$ cat config.mk
export PLATFORM = sky130hd
export DESIGN_NAME = ptm_top
export DESIGN_NICKNAME = d
export VERILOG_FILES = /design/src/shared/ptm_pkg.sv /design/src/core/ptm_tick.sv /design/src/core/ptm_top.sv
export SDC_FILE = /design/constraint.sdc
export NUM_CORES = 1
export LEC_CHECK = 0
export ABC_AREA = 1
export BUFFER_PORTS_ARGS = -buffer_cell sky130_fd_sc_hd__buf_4
export CAP_MARGIN = 20
export CORE_ASPECT_RATIO = 0.8
export CORE_UTILIZATION = 40
export DETAILED_ROUTE_END_ITERATION = 8
export PLACE_DENSITY = 0.68
export SLEW_MARGIN = 20
export SYNTH_ARGS = -nofsm -noshare
export SYNTH_HDL_FRONTEND = slang
export SYNTH_SLANG_ARGS = --single-unit
$ cat constraint.sdc
create_clock -name sys_clk -period 2.37 [get_ports sys_clk]
set_input_delay 0.1185 -clock sys_clk [delete_from_list [all_inputs] [get_ports sys_clk]]
set_output_delay 0.1185 -clock sys_clk [all_outputs]
set_load 0.01 [all_outputs]
$ cat src/shared/ptm_pkg.sv
// ****************************************************************
// Periodic timer constants
// ****************************************************************
package ptm_pkg;
	localparam int ADDR_W = 3;
	localparam int CNT_W = 16;
	// Register indices
	localparam logic [2:0] OFS_CTRL0 = 3'h0;
	localparam logic [2:0] OFS_CTRL1 = 3'h1;
	localparam logic [2:0] OFS_CNT_LO = 3'h2;
	localparam logic [2:0] OFS_CNT_HI = 3'h3;
	localparam logic [2:0] OFS_CMPA_LO = 3'h4;
	localparam logic [2:0] OFS_CMPA_HI = 3'h5;
	localparam logic [2:0] OFS_CMPP_LO = 3'h6;
	localparam logic [2:0] OFS_CMPP_HI = 3'h7;
	// Control 0 fields
	localparam int C0_PAUSE = 7;
	localparam int C0_CKS_HI = 6;
	localparam int C0_CKS_LO = 4;
	localparam int C0_ON = 3;
	localparam logic [7:0] C0_WMASK = 8'hF8;
	// Control 1 fields
	localparam int C1_MODE_HI = 7;
	localparam int C1_MODE_LO = 6;
	localparam int C1_IO_HI = 5;
	localparam int C1_IO_LO = 4;
	localparam int C1_OC = 3;
	localparam int C1_POL = 2;
	localparam int C1_CCLR = 0;
	localparam logic [7:0] CTRL_RESET = 8'h00;
	// Modes
	localparam logic [1:0] MODE_CMP = 2'h0;
	localparam logic [1:0] MODE_PWM = 2'h2;
	localparam logic [1:0] MODE_TMR = 2'h3;
	// Pin functions
	localparam logic [1:0] IO_00 = 2'h0;
	localparam logic [1:0] IO_01 = 2'h1;
	localparam logic [1:0] IO_10 = 2'h2;
	localparam logic [1:0] IO_11 = 2'h3;
	// Clock selects
	localparam logic [2:0] CKS_SYS4 = 3'h0;
	localparam logic [2:0] CKS_SYS = 3'h1;
	localparam logic [2:0] CKS_H16 = 3'h2;
	localparam logic [2:0] CKS_H64 = 3'h3;
	localparam logic [2:0] CKS_SUB0 = 3'h4;
	localparam logic [2:0] CKS_SUB1 = 3'h5;
	localparam logic [2:0] CKS_EXTR = 3'h6;
	localparam logic [2:0] CKS_EXTF = 3'h7;
	// Prescale divisors
	localparam int DIV_SYS4 = 4;
	localparam int DIV_H16 = 16;
	localparam int DIV_H64 = 64;
endpackage

$ cat src/core/ptm_tick.sv
`timescale 1ns/1ps
// ****************************************************************
// Counter tick source: prescalers and external edge detect
// ****************************************************************
module ptm_tick (
	input wire logic sys_clk, // System clock
	input wire logic rst, // Sync reset, high
	input wire logic [2:0] clock_select, // Source choice
	input wire logic high_speed_tick, // High clock strobe
	input wire logic sub_clock, // Async sub clock level
	input wire logic external_count_input, // Async pin
	output logic tick // One-cycle count enable
);
	logic [1:0] div_r;
	logic [2:0] ext_sync_r;
	logic [2:0] sub_sync_r;
	logic [5:0] hdiv_r;
	logic hpulse;
	logic ext_rise;
	logic ext_fall;
	logic sub_rise;

	// Two stages then edge register; edge logic reads stages 2 and 3
	always_ff @(posedge sys_clk)
	begin
		if (rst)
		begin
			ext_sync_r <= 3'h0;
			sub_sync_r <= 3'h0;
		end
		else
		begin
			ext_sync_r <= {ext_sync_r[1:0], external_count_input};
			sub_sync_r <= {sub_sync_r[1:0], sub_clock};
		end
	end

	assign ext_rise = ext_sync_r[1] & ~ext_sync_r[2];
	assign ext_fall = ~ext_sync_r[1] & ext_sync_r[2];
	assign sub_rise = sub_sync_r[1] & ~sub_sync_r[2];

	// Free-running system prescaler
	always_ff @(posedge sys_clk)
	begin
		if (rst)
			div_r <= 2'h0;
		else
			div_r <= div_r + 2'h1;
	end

	// High clock prescaler, advanced by its strobe
	always_ff @(posedge sys_clk)
	begin
		if (rst)
			hdiv_r <= 6'h00;
		else if (high_speed_tick)
			hdiv_r <= hdiv_r + 6'h01;
	end

	assign hpulse = high_speed_tick;

	// Source mux
	always_comb
	begin
		case (clock_select)
			ptm_pkg::CKS_SYS4: tick = (div_r == 2'(ptm_pkg::DIV_SYS4 - 1));
			ptm_pkg::CKS_SYS: tick = 1'b1;
			ptm_pkg::CKS_H16: tick = hpulse
				& (hdiv_r[3:0] == 4'(ptm_pkg::DIV_H16 - 1));
			ptm_pkg::CKS_H64: tick = hpulse
				& (hdiv_r == 6'(ptm_pkg::DIV_H64 - 1));
			ptm_pkg::CKS_SUB0, ptm_pkg::CKS_SUB1: tick = sub_rise;
			ptm_pkg::CKS_EXTR: tick = ext_rise;
			ptm_pkg::CKS_EXTF: tick = ext_fall;
			default: tick = 1'b0;
		endcase
	end
endmodule

$ cat src/core/ptm_top.sv
`timescale 1ns/1ps
// ****************************************************************
// Periodic timer
// ****************************************************************
// Contract
// - 16-bit up counter ticked by selected internal clock or pin edge.
// - Comparators A and P compare all counter bits, signal match.
// - Software cannot write counter; only on rising edge clears it.
// - Counter clears on overflow or selected compare match, with flag.
// - Control0 bit 7 pauses counter; holds value, resumes from it.
// - Clock select bits 6..4 choose among seven sources; codes 4 and 5 both pick the sub clock.
// - Control0 bit 3 on/off; off holds count, rising edge zeroes.
// - On rising edge resets output to initial level in output modes.
// - Control0 bits 2..0 read as zero.
// - Control1 bits 7..6 pick compare, PWM/pulse or timer mode.
// - Compare mode A match: keep, low, high or toggle output.
// - PWM mode pin function: inactive, active, PWM, single pulse.
// - Requested level equal to current level shows no change.
// - Output level bit sets initial level or PWM active sense.
// - Invert bit inverts main output; no effect in timer mode.
// - Complementary pin is inverse of main output.
// - Clear select: 0 P match or overflow, 1 A match.
// - Overflow clear with P source only when P value is zero.
// - Counter read-only byte pair; compare pairs read/write; reset zero.
// - Only A match or on rising edge changes output in compare mode.
// - With A as clear source, no P flag is raised.
// - PWM: P sets period, zero means 65536; A duty, saturates 100%.
module ptm_top (
	input wire logic sys_clk, // System clock
	input wire logic rst, // Sync reset, high
	input wire logic [2:0] reg_addr, // Register index
	input wire logic [7:0] reg_wdata, // Write data
	input wire logic reg_wr, // Write strobe
	input wire logic reg_rd, // Read strobe
	output logic [7:0] reg_rdata, // Read data, next cycle
	input wire logic high_speed_tick, // High clock strobe
	input wire logic sub_clock, // Sub clock level
	input wire logic external_count_input, // Count pin
	output logic timer_output, // Main output pin
	output logic timer_output_inverted, // Inverse pin
	output logic compare_a_flag, // A match pulse
	output logic compare_p_flag // P match pulse
);
	logic [7:0] ctrl0_r;
	logic [7:0] ctrl1_r;
	logic [15:0] cnt_r;
	logic [15:0] cmpa_r;
	logic [15:0] cmpp_r;
	logic on_d_r;
	logic out_r;
	logic pulse_off;
	logic tick;
	logic on_rise;
	logic run;
	logic match_a;
	logic match_p;
	logic ovf;
	logic clr_cnt;
	logic is_pwm;
	logic pwm_level;
	logic out_nxt;
	logic [1:0] mode;
	logic [1:0] pinf;

	assign mode = ctrl1_r[ptm_pkg::C1_MODE_HI:ptm_pkg::C1_MODE_LO];
	assign pinf = ctrl1_r[ptm_pkg::C1_IO_HI:ptm_pkg::C1_IO_LO];
	assign is_pwm = (mode == ptm_pkg::MODE_PWM);

	// Tick generator
	ptm_tick u_tick (
		.sys_clk(sys_clk),
		.rst(rst),
		.clock_select(ctrl0_r[ptm_pkg::C0_CKS_HI:ptm_pkg::C0_CKS_LO]),
		.high_speed_tick(high_speed_tick),
		.sub_clock(sub_clock),
		.external_count_input(external_count_input),
		.tick(tick)
	);

	// ****************************************************************
	// Register file
	// ****************************************************************

	// Control 0; single pulse end clears the on bit itself
	always_ff @(posedge sys_clk)
	begin
		if (rst)
			ctrl0_r <= ptm_pkg::CTRL_RESET;
		else if (reg_wr && reg_addr == ptm_pkg::OFS_CTRL0)
			ctrl0_r <= reg_wdata & ptm_pkg::C0_WMASK;
		else if (pulse_off)
			ctrl0_r[ptm_pkg::C0_ON] <= 1'b0;
	end

	// Control 1 and compare registers
	always_ff @(posedge sys_clk)
	begin
		if (rst)
		begin
			ctrl1_r <= ptm_pkg::CTRL_RESET;
			cmpa_r <= 16'h0000;
			cmpp_r <= 16'h0000;
		end
		else if (reg_wr)
		begin
			case (reg_addr)
				ptm_pkg::OFS_CTRL1: ctrl1_r <= reg_wdata;
				ptm_pkg::OFS_CMPA_LO: cmpa_r[7:0] <= reg_wdata;
				ptm_pkg::OFS_CMPA_HI: cmpa_r[15:8] <= reg_wdata;
				ptm_pkg::OFS_CMPP_LO: cmpp_r[7:0] <= reg_wdata;
				ptm_pkg::OFS_CMPP_HI: cmpp_r[15:8] <= reg_wdata;
				default: ;
			endcase
		end
	end

	// Read port; counter bytes have no write path
	always_ff @(posedge sys_clk)
	begin
		if (rst)
			reg_rdata <= 8'h00;
		else if (reg_rd)
		begin
			case (reg_addr)
				ptm_pkg::OFS_CTRL0: reg_rdata <= ctrl0_r;
				ptm_pkg::OFS_CTRL1: reg_rdata <= ctrl1_r;
				ptm_pkg::OFS_CNT_LO: reg_rdata <= cnt_r[7:0];
				ptm_pkg::OFS_CNT_HI: reg_rdata <= cnt_r[15:8];
				ptm_pkg::OFS_CMPA_LO: reg_rdata <= cmpa_r[7:0];
				ptm_pkg::OFS_CMPA_HI: reg_rdata <= cmpa_r[15:8];
				ptm_pkg::OFS_CMPP_LO: reg_rdata <= cmpp_r[7:0];
				default: reg_rdata <= cmpp_r[15:8];
			endcase
		end
		else
			reg_rdata <= 8'h00;
	end

	// ****************************************************************
	// Counter
	// ****************************************************************

	assign on_rise = ctrl0_r[ptm_pkg::C0_ON] & ~on_d_r;
	// Pause and off both freeze the count
	assign run = ctrl0_r[ptm_pkg::C0_ON] & ~ctrl0_r[ptm_pkg::C0_PAUSE]
		& ~on_rise & tick;
	// Full 16-bit compares, evaluated on the tick that reaches the value
	assign match_a = run && (cnt_r + 16'h0001 == cmpa_r)
		&& (cmpa_r != 16'h0000);
	assign match_p = run && (cnt_r + 16'h0001 == cmpp_r)
		&& (cmpp_r != 16'h0000);
	assign ovf = run && (cnt_r == 16'hFFFF);

	// Clear source choice; PWM and pulse always use P for period
	always_comb
	begin
		if (is_pwm)
			clr_cnt = match_p | (ovf & (cmpp_r == 16'h0000));
		else if (ctrl1_r[ptm_pkg::C1_CCLR])
			clr_cnt = match_a | ovf;
		else
			clr_cnt = match_p | (ovf & (cmpp_r == 16'h0000));
	end

	// Remembers previous on bit for edge detection
	always_ff @(posedge sys_clk)
	begin
		if (rst)
			on_d_r <= 1'b0;
		else
			on_d_r <= ctrl0_r[ptm_pkg::C0_ON];
	end

	// Counter update; cleared only by hardware events or on rising edge
	always_ff @(posedge sys_clk)
	begin
		if (rst)
			cnt_r <= 16'h0000;
		else if (on_rise)
			cnt_r <= 16'h0000;
		else if (run)
			cnt_r <= clr_cnt ? 16'h0000 : cnt_r + 16'h0001;
	end

	// Match flags, one cycle each
	always_ff @(posedge sys_clk)
	begin
		if (rst)
		begin
			compare_a_flag <= 1'b0;
			compare_p_flag <= 1'b0;
		end
		else
		begin
			compare_a_flag <= match_a;
			compare_p_flag <= match_p & (is_pwm
				| ~ctrl1_r[ptm_pkg::C1_CCLR]);
		end
	end

	// ****************************************************************
	// Output pin
	// ****************************************************************

	// Single pulse ends on A match, which also drops the on bit
	assign pulse_off = is_pwm && pinf == ptm_pkg::IO_11 && match_a;

	// Active when count below duty; duty at or above period saturates
	assign pwm_level = (cnt_r < cmpa_r)
		|| (cmpp_r != 16'h0000 && cmpa_r >= cmpp_r);

	// Internal level before inversion, per mode
	always_comb
	begin
		out_nxt = out_r;
		if (on_rise && mode != ptm_pkg::MODE_TMR)
			out_nxt = ctrl1_r[ptm_pkg::C1_OC];
		else if (mode == ptm_pkg::MODE_CMP && match_a)
		begin
			case (pinf)
				ptm_pkg::IO_01: out_nxt = 1'b0;
				ptm_pkg::IO_10: out_nxt = 1'b1;
				ptm_pkg::IO_11: out_nxt = ~out_r;
				default: out_nxt = out_r;
			endcase
		end
		else if (is_pwm)
		begin
			case (pinf)
				ptm_pkg::IO_00: out_nxt = ~ctrl1_r[ptm_pkg::C1_OC];
				ptm_pkg::IO_01: out_nxt = ctrl1_r[ptm_pkg::C1_OC];
				ptm_pkg::IO_10: out_nxt = pwm_level
					? ctrl1_r[ptm_pkg::C1_OC] : ~ctrl1_r[ptm_pkg::C1_OC];
				default: out_nxt = (pulse_off
					|| !ctrl0_r[ptm_pkg::C0_ON])
					? ~ctrl1_r[ptm_pkg::C1_OC] : out_r;
			endcase
		end
	end

	// Output register; pins are direct flops, polarity applied at load
	always_ff @(posedge sys_clk)
	begin
		if (rst)
		begin
			out_r <= 1'b0;
			timer_output <= 1'b0;
			timer_output_inverted <= 1'b1;
		end
		else
		begin
			out_r <= out_nxt;
			// Polarity ignored in timer mode, where pin is undefined
			timer_output <= out_nxt ^ (ctrl1_r[ptm_pkg::C1_POL]
				& (mode != ptm_pkg::MODE_TMR));
			timer_output_inverted <= ~(out_nxt
				^ (ctrl1_r[ptm_pkg::C1_POL] & (mode != ptm_pkg::MODE_TMR)));
		end
	end

	// ****************************************************************
	// Assertions
	// ****************************************************************

	property p_pins_inverse;
		@(posedge sys_clk) disable iff (rst)
		timer_output_inverted == ~timer_output;
	endproperty
	a_pins_inverse: assert property (p_pins_inverse)
		else $error("complementary pin not inverse");

	property p_on_clears;
		@(posedge sys_clk) disable iff (rst)
		on_rise |=> cnt_r == 16'h0000;
	endproperty
	a_on_clears: assert property (p_on_clears)
		else $error("on edge did not clear counter");

	property p_pause_holds;
		@(posedge sys_clk) disable iff (rst)
		ctrl0_r[ptm_pkg::C0_PAUSE] && !on_rise |=> $stable(cnt_r);
	endproperty
	a_pause_holds: assert property (p_pause_holds)
		else $error("counter moved while paused");

	property p_no_p_flag;
		@(posedge sys_clk) disable iff (rst)
		ctrl1_r[ptm_pkg::C1_CCLR] && !is_pwm |=> !compare_p_flag;
	endproperty
	a_no_p_flag: assert property (p_no_p_flag)
		else $error("P flag with A clear source");

	property p_flag_single;
		@(posedge sys_clk) disable iff (rst)
		compare_a_flag && cmpa_r != 16'h0001 |=> !compare_a_flag;
	endproperty
	a_flag_single: assert property (p_flag_single)
		else $error("A flag longer than a cycle");

	property p_match_clears;
		@(posedge sys_clk) disable iff (rst)
		match_p && !is_pwm && !ctrl1_r[ptm_pkg::C1_CCLR]
		|=> cnt_r == 16'h0000 && compare_p_flag;
	endproperty
	a_match_clears: assert property (p_match_clears)
		else $error("P match did not clear counter");

	property p_init_level;
		@(posedge sys_clk) disable iff (rst)
		on_rise && mode == ptm_pkg::MODE_CMP
		|=> out_r == $past(ctrl1_r[ptm_pkg::C1_OC]);
	endproperty
	a_init_level: assert property (p_init_level)
		else $error("output not set to initial level");

	property p_no_change;
		@(posedge sys_clk) disable iff (rst)
		mode == ptm_pkg::MODE_CMP && !on_rise && !match_a
		|=> $stable(out_r);
	endproperty
	a_no_change: assert property (p_no_change)
		else $error("output moved without A match");

	property p_ctrl0_low;
		@(posedge sys_clk) disable iff (rst)
		reg_rd && reg_addr == ptm_pkg::OFS_CTRL0 |=> reg_rdata[2:0] == 3'h0;
	endproperty
	a_ctrl0_low: assert property (p_ctrl0_low)
		else $error("unimplemented bits read nonzero");

	// Duty at or above a nonzero period must hold the active level
	property p_pwm_full;
		@(posedge sys_clk) disable iff (rst)
		is_pwm && pinf == ptm_pkg::IO_10 && cmpp_r != 16'h0000
		&& cmpa_r >= cmpp_r |=> out_r == $past(ctrl1_r[ptm_pkg::C1_OC]);
	endproperty
	a_pwm_full: assert property (p_pwm_full)
		else $error("duty at or above period not full");

	// Pulse end drops the on bit unless software writes it that cycle
	property p_pulse_stops;
		@(posedge sys_clk) disable iff (rst)
		pulse_off && !(reg_wr && reg_addr == ptm_pkg::OFS_CTRL0)
		|=> !ctrl0_r[ptm_pkg::C0_ON];
	endproperty
	a_pulse_stops: assert property (p_pulse_stops)
		else $error("single pulse did not stop counter");

	c_a_match: cover property (@(posedge sys_clk) compare_a_flag);
	c_p_match: cover property (@(posedge sys_clk) compare_p_flag);
	c_on_rise: cover property (@(posedge sys_clk) on_rise);
	c_pulse: cover property (@(posedge sys_clk) pulse_off);
endmodule

# Word-level counts from Yosys, hierarchy flattened
# Cells that the tools add are included.
# word_totals
register_bits,89
in_bits,18
output_inout_bits,12
elab_cells,120
# classes
n_addsub,3
magnitude_cmp,2
eq_ne,25
mux,14
n_bitwise,27
reduce_logical,30
# op_table
operator,n
$pmux W8 S7,1
$eq A16 B16 Y1,2
$reduce_bool A16 Y1,2
$eq A3 B3 Y1 const B,8
$add A16 B1 Y16 const B,1
$eq A16 B16 Y1 const B,1
$ge A16 B16 Y1,1
$logic_not A16 Y1,1
$lt A16 B16 Y1,1
$mux W16,1
$and A1 B1 Y1,12
$eq A3 B2 Y1 const B,4
$logic_and A1 B1 Y1,11
$not A1 Y1,11
$reduce_and A2 Y1,5
$mux W1,9
$eq A2 B2 Y1 const B,4
$pmux W1 S7,1
$add A6 B1 Y6 const B,1
$eq A3 B1 Y1 const B,2
$eq A6 B6 Y1 const B,1
$logic_not A3 Y1,2
$pmux W1 S3,2
$reduce_or A2 Y1,3
other kinds (10),14

# Depth between registers and ports, before layout
# Gate-level depths: netlist (run 1).
# logic_depth
depth_word,16
depth_mapped,23
mapped_depth_nobuf,22

# By module
# Synthesis (run 1) repeated with hierarchy kept, for this count alone.
# hier_totals
cells_unflattened,794
area_unflattened_um2,5427.7
# modules_own_cells
mod,instances,cells_each,area_each_um2,seq_area_each_um2
ptm_top,1,714,4858.4,1501.4
ptm_tick,1,80,569.3,280.3

# Worst setup path after synthesis (run 1)
# Ideal clock, no wire load.
# synth_path
path_kind,register to register
startpoint,register cnt_r[1]
endpoint,register cnt_r[10]
setup_time_ns,0.132
arrival_ns,2.120
t_required_ns,2.238
slack_ns,0.118
stages_incl_launch_ff,15
n_path_buf,1
period_less_slack_ns,2.252
cell_sequence,dfxtp_1 -> ha_1 -> nand2_2 -> nor2_4 -> nand2_4 -> o21ai_2 -> nand2_2 -> xor2_1 -> nor3_1 -> nand4_1 -> nor4_2 -> nand3b_2 -> buf_6 -> nand4_1 -> a21oi_1
# synth_between
elab_chain_cells,8
elab_cells_between_ends,15
cone_classes,add/sub (1); eq/ne (3); mux (3); bitwise (3); reduce/logical (5)
# synth_rtl
item,line,text
start: declaration,ptm_top.sv:46,logic [15:0] cnt_r;
start signal: assignment,ptm_top.sv:182,cnt_r <= clr_cnt ? 16'h0000 : cnt_r + 16'h0001;
$add A16 B1 Y16,"ptm_top.sv:148, ptm_top.sv:150, ptm_top.sv:182",
"$eq A16 B16 Y1, on equally long branches","ptm_top.sv:150, ptm_top.sv:148",
"$logic_and A1 B1 Y1, on equally long branches","ptm_top.sv:150, ptm_top.sv:148",
"$logic_and A1 B1 Y1, on equally long branches","ptm_top.sv:151, ptm_top.sv:149",
"$or A1 B1 Y1, on equally long branches","ptm_top.sv:158, ptm_top.sv:162, ptm_top.sv:160",
$mux W1,ptm_top.sv:159,else if (ctrl1_r[ptm_pkg::C1_CCLR])
$mux W1,ptm_top.sv:157,if (is_pwm)
$mux W16 (*),ptm_top.sv:182,
# Mark *: on every way between the ends. The rest lies on a longest branch, timed or not.
# A chain may end at the register's enable or synchronous reset.

# Final worst setup path (run 1)
# layout_path
startpoint,register cnt_r[0]
endpoint,register cnt_r[4]
# Same word-level chain as after synthesis.

==> results of run 1 <==
-- layout by cell type, fill, tap and decap left out, types with 7 or more instances in the layout --
cell type,count
a21oi_1,91
buf_4,149
clkbuf_16,10
dfxtp_1,85
ha_1,33
inv_1,103
inv_2,7
nand2_1,122
nand2_2,18
nand2_4,7
nand3_1,27
nand3_2,13
nand4_1,41
nor2_1,84
nor2_2,7
nor2_4,9
nor3_1,11
o21ai_0,59
o22ai_1,19
xor2_1,8
-- stage by stage --
| step | instances | hold WS, ns | setup WS (ns) | area, µm² |
|---|---|---|---|---|
| after CTS | 1150 | 0.0595 | -0.0474 | 7350 |
| after detailed placement | 1124 | 0.328 | -0.254 | 6760 |
| after global routing | 1156 | 0.0766 | -0.332 | 7570 |
| after global placement | 1124 | 0.318 | -0.269 | 6760 |
| after floorplan | 821 | 0.208 | 0.118 | 5540 |
| final | 1156 | 0.0605 | -0.176 | 7570 |
-- final timing paths --
kind	start	to	slack (ns)
max	cnt_r[0]	cnt_r[4]	-0.18
min	reg_wdata[1]	ctrl1_r[1]	0.06
max reg2reg	cnt_r[0]	cnt_r[4]	-0.18
min reg2reg	u_tick.ext_sync_r[0]	u_tick.ext_sync_r[1]	0.41
-- power groups by stage --
stage	registers [W]	logic, W	clock network, W
after global routing	0.00157	0.000565	0.00172
final	0.00157	0.000516	0.00165
after detailed placement	0.00160	0.000472	0
after CTS	0.00157	0.000488	0.00166
after global placement	0.00160	0.000471	0
after floorplan	0.00160	0.000264	0
-- cells by family after synthesis --
group / synth area share (%)
xor+xnor: 1.58
simple gates: 30.1
fa+ha+maj: 7.90
flops: 32.2
compound gates: 19.1
buf+inv: 9.23
-- state kept, by name, indices dropped and copies added, names as in the netlist, 2 cells and up --
register and count:
u_tick.div_r 2, u_tick.sub_sync_r 3, ctrl0_r 5, reg_rdata 8
u_tick.ext_sync_r 3, cnt_r 16, u_tick.hdiv_r 6, ctrl1_r 8
cmpp_r 16, cmpa_r 16
-- routing by layer --
layer,GRT usage (%),vias to the layer above,part of all wire (%)
li1,-,3094,-
met1,41.6,2927,45
met2,43.0,350,41
met3,7.96,49,11
met4,8.77,0,2.7
met5,0,-,0
-- worst register-to-register path: stages, from the launching register on --
cell and delay, ns:
dfxtp_4 0.38, ha_4 0.16, nand2_4 0.08, nor2_4 0.14
nand2_4 0.11, o21ai_4 0.16, nand2_2 0.08, buf_4 0.15
xor2_4 0.16, nor3_2 0.10, nand4_1 0.10, nor4_2 0.20
buf_4 0.18, nand3b_4 0.11, buf_12 0.17, nand4_1 0.09
a21oi_2 0.07
-- cell type report --
class	instances	area, µm²
clock buffer	10	239
sequential	89	1790
fill	1290	5980
multi-input combinational	600	3540
tap	180	225
timing repair buffer	159	1260
clock inverter	6	97.6
inverter	112	423
-- repair_timing --
item                                   CTS  global route
setup endpoints to repair               20            21
cloned                                   0             1
hold buffers                             3             0
setup buffers                            8             5
resized for setup                       42            37
pin swaps                               16            12
endpoints found under the hold margin    3             0
==> impl_metrics.ini, run 1 <==
[clock_tree]
cts_root_buf = clkbuf_16
clk_pin_slew_worst_paths_ns = 0.07
cts_tree = done
clock_sinks = 89
clkLatencyLatePin_ns = 0.35
cts.path.max_buffers = 2
cts_buffers = 9
h-tree-depth = 3

[floorplan]
fp-row-count = 38
die-height_um = 107
start_util_pct = 40.9
core_um2 = 13600
io_pins = 30
die-area_um2 = 14300
die_w_um = 134

[sta]
worst_slew_pin_slew_ns = 0.938
maxSlewViolCount = 0
timing.fmax_mhz = 393
fin_crit_sh_pct = 107
tns_ns = -2.79
skew_ns = 0.00912
hold_viol_final = 0
rsz0062_at_grt = yes
setup_slack_ns = -0.176
finalCriticalPeriod_ns = 2.55
relSlewSlack_pct = 35.8
finalSetupViolCount = 19

[synthesis]
syn_area_um2 = 5540
synth_seq_cells = 89
synth_edf_count = 0
synth-warning-count = 0
synth_area_leaders = dfxtp_1 (32%), nand2_1 (8.9%), a21oi_1 (8.7%)
yosys-top-cells-count = nand2_1 (132), inv_1 (104), a21oi_1 (96)
syn_inst = 821
avgSynthCellArea_um2 = 6.75
ys_seq_area_share_pct = 32.2
synth_most_common_cell = nand2_1
synth_nets = 874
yosysTopAreaCell = dfxtp_1
post_synth_num_cell_types = 43
synth_ff_type = dfxtp_1
ys_async_sr_fraction_pct = 0
synth_top_area_share_pct = 32.2

[global_routing]
grt-ovfl-total = 0
grt_max_degree = 52
antenna_found_initial = 0
grt_usage_pct = 29.4
grt_pass1_wl_um = 31800
grt_pass1_vias = 5802

[worst_setup_path]
cp_top_family = simple AND/OR/NAND/NOR gates
reg2regPathDepth = 16
cp-end-kind = flop
cp_num_cells = 16
path_class = reg2reg
crit_buf_inv = 3
worst_ep_arrival_time_ns = 2.76
worstSetupStartpointType = flop
cp_max_fo = 8
crit_chain = ha_4 -> nand2_4 -> nor2_4 -> nand2_4 -> o21ai_4 -> nand2_2 -> buf_4 -> xor2_4 -> nor3_2 -> nand4_1 -> nor4_2 -> buf_4 -> nand3b_4 -> buf_12 -> nand4_1 -> a21oi_2
critical_path_required_ns = 2.58
cpPeakStageDelay_ns = 0.38
crit_path_top_delay_cell = dfxtp_4

[worst_hold_path]
min_path_type = in2reg
hold-path-cell-count = 3

[final_layout]
finalNetCount = 1024
syn_to_final_growth_pct = 36.7
final_util_pct = 55.9
layout-drive-gt1-share_pct = 26.6
diodes = 0

[routing]
via_per_inst = 5.55
wl_per_cell_um = 18.1
dr.pass1.iters = 6
drtIter0Drc = 830
postRouteAntennaNets = 0
num_vias = 6420
drt_wl_total_um = 20900
drc = 0

[power]
pwr_density_cell_nw_per_um2 = 493
leakage_nw = 3.21
combinationalPowerShare_pct = 13.8
total_power_w = 0.00374
ir_drop_mv = 0.402
swShare_pct = 27.9
internal-power_w = 0.00269
p_clk_share_pct = 44.3
power_frac_seq_pct = 41.9
power_switching_w = 0.00104

[placement]
io_buffers = 29
dpl.hpwl_um = 15800
gp_congestion = 1.04

[status]
run_status = complete, but fails checks
violations = setup timing

[job]
maxCapViolations = 0
(Power assumes the default switching activity.)
==> inputs of run 2 (changes only) <==
--- a/config.mk
+++ b/config.mk
@@ -12,6 +12,7 @@
 export CORE_UTILIZATION = 40
 export DETAILED_ROUTE_END_ITERATION = 8
 export PLACE_DENSITY = 0.68
+export SETUP_SLACK_MARGIN = 0.3
 export SLEW_MARGIN = 20
 export SYNTH_ARGS = -nofsm -noshare
 export SYNTH_HDL_FRONTEND = slang
==> run 2 against run 1 <==
Clock skew about the same. Critical path depth is 2 lower. Non-clock buffer count shrank 26. Highest routed layer unchanged. Maximum frequency grew 0.76%. Critical endpoint is now cnt_r[2]. Critical path type unchanged. Sequential power about the same. Largest cell class unchanged. Wire length shrank 4.8%. The run still ends with setup timing left. Clock power down 5%.
==> impl_metrics.ini, run 2 (synthesized netlist as in run 1, its figures left out) <==
[worst_setup_path]
cp_top_family = simple AND/OR/NAND/NOR gates
worstSetupStartpointType = flop
worst_ep_arrival_time_ns = 2.75
reg2regPathDepth = 14
r2r_slack_ns = -0.16
crit_path_top_delay_cell = dfxtp_4
cp-end-kind = flop
crit_chain = ha_4 -> nand2_8 -> nor2_4 -> nand2_4 -> o21ai_4 -> nand2_2 -> xor2_1 -> nor3_2 -> nand4_1 -> nor4_4 -> nand3b_2 -> buf_8 -> nand4_1 -> a21oi_1
r2r_end = cnt_r[2]
regToRegStartpoint = cnt_r[0]
path_class = reg2reg
cp_max_fo = 16
crit_buf_inv = 1
critical_path_required_ns = 2.59
cpPeakStageDelay_ns = 0.39
cpMostUsedCell = nand4_1

[power]
combinationalPowerShare_pct = 13.9
ir_drop_mv = 0.365
pwr_density_cell_nw_per_um2 = 504
p_clk_share_pct = 43.2
leakage_nw = 3.00
internal-power_w = 0.00257
power_frac_seq_pct = 42.9
swShare_pct = 29.4
power_switching_w = 0.00107

[placement]
gp_congestion = 1.03
io_buffers = 29
dpl.hpwl_um = 15500

[final_layout]
layout_commonest_cell = buf_4
fill_cells = 1342
top_regs = cmpa_r x16, cmpp_r x16, cnt_r x16
finalNetCount = 998
mostFrequentLayoutCells = buf_4 (127), nand2_1 (124), inv_1 (103), a21oi_1 (93), nor2_1 (83)
syn_to_final_growth_pct = 30.5
diodes = 0
layout-drive-gt1-share_pct = 23.9

[clock_tree]
clk_pin_slew_worst_paths_ns = 0.08
clkLatencyLatePin_ns = 0.35
clock_sinks = 89
cts_tree = done
cts_root_buf = clkbuf_16
h-tree-depth = 3
cts_buffers = 9
cts.path.max_buffers = 2

[routing]
dr.pass1.iters = 7
drtIter0Drc = 635
num_vias = 6199
postRouteAntennaNets = 0
drt_wl_total_um = 19900
via_per_inst = 5.49
wl_per_cell_um = 17.6
drc = 0

[sta]
maxSlewViolCount = 0
rsz0062_at_grt = yes
tns_ns = -2.57
timing.fmax_mhz = 396
setup_slack_ns = -0.157
fin_hold_ws_ns = 0.0600
fin_crit_sh_pct = 107
finalCriticalPeriod_ns = 2.53
worst_slew_pin_slew_ns = 0.762
finalSetupViolCount = 19
relSlewSlack_pct = 47.9
hold_viol_final = 0
skew_ns = 0.00909

[global_routing]
grt_pass1_wl_um = 30400
antenna_found_initial = 0
grt_max_degree = 29
grt_pass1_vias = 5572
grt_usage_pct = 28.2
grt-ovfl-total = 0

[job]
maxCapViolations = 0

[floorplan]
start_util_pct = 40.9
die-height_um = 107
core_um2 = 13600
die-area_um2 = 14300
io_pins = 30
fp-row-count = 38
die_w_um = 134

[status]
run_status = complete, but fails checks
violations = setup timing

[worst_hold_path]
min_path_type = in2reg
hold-path-cell-count = 3
hold_path_startpoint = reg_wdata[1]
min_to = ctrl1_r[1]
==> run 2: worst max-delay path by stage <==
| stage | endpoint | start | slack, ns | cells past startpoint |
|---|---|---|---|---|
| 2_1_floorplan | cnt_r[10] | cnt_r[1] | 0.27 | 14 |
| 3_3_place_gp | cnt_r[1] | cnt_r[2] | -0.21 | 14 |
| 3_5_place_dp | cnt_r[1] | cnt_r[2] | -0.24 | 14 |
| 4_1_cts | cnt_r[1] | cnt_r[0] | -0.08 | 14 |
| 5_1_grt | cnt_r[11] | cnt_r[0] | -0.32 | 14 |
| 6_report | cnt_r[2] | cnt_r[0] | -0.16 | 14 |
==> run 2: layer usage <==
metal | routed length, µm | GRT usage (%) | vias up
met5 | 0 | 0 | -
met4 | 610 | 10.1 | 0
met3 | 2190 | 6.17 | 46
met2 | 7960 | 39.8 | 297
met1 | 9160 | 41.4 | 2821
li1 | - | - | 3035
==> run 2: repair_timing <==
item                                    in CTS  in global routing
cloned                                       0                  0
buffers inserted                             5                  5
hold endpoints to repair                     3                  0
pin swaps                                   13                  9
gates resized for setup                     26                 26
hold buffers                                 3                  0
endpoints found under the setup margin      22                 22
==> run 2: worst min-delay path, stage by stage <==
cell,delay (ns)
buf_4,0.12
nor2_1,0.05
nor2_1,0.08
==> run 2: per-stage QoR <==
stage          cell area (µm²)  power [W]  cells  worst slack [ns]  util (%)
2_1_floorplan             5570    0.00186    821             0.271         -
3_3_place_gp              6610    0.00206   1101            -0.209      48.8
3_5_place_dp              6610    0.00207   1101            -0.235      48.8
4_1_cts                   7100    0.00363   1125           -0.0805      52.4
5_1_grt                   7230    0.00375   1130            -0.319      53.4
6_report                  7230    0.00364   1130            -0.157      53.4
==> run 2: cell type report <==
type / instances / area (µm²) / share of cell area [%]
multi-input cells: 600 / 3440 / 47.6
clock buffers: 9 / 225 / 3.11
repair buffers: 133 / 1030 / 14.2
clock inverters: 7 / 95.1 / 1.31
well taps: 180 / 225 / 3.11
flip-flops and latches: 89 / 1800 / 24.9
inverters: 112 / 420 / 5.81
==> run 2: power groups by stage <==
stage | clock network (W) | logic (W) | registers, W
4_1_cts | 0.00159 | 0.000480 | 0.00156
3_5_place_dp | 0 | 0.000468 | 0.00160
6_report | 0.00157 | 0.000505 | 0.00156
3_3_place_gp | 0 | 0.000464 | 0.00160
2_1_floorplan | 0 | 0.000264 | 0.00159
5_1_grt | 0.00164 | 0.000547 | 0.00157
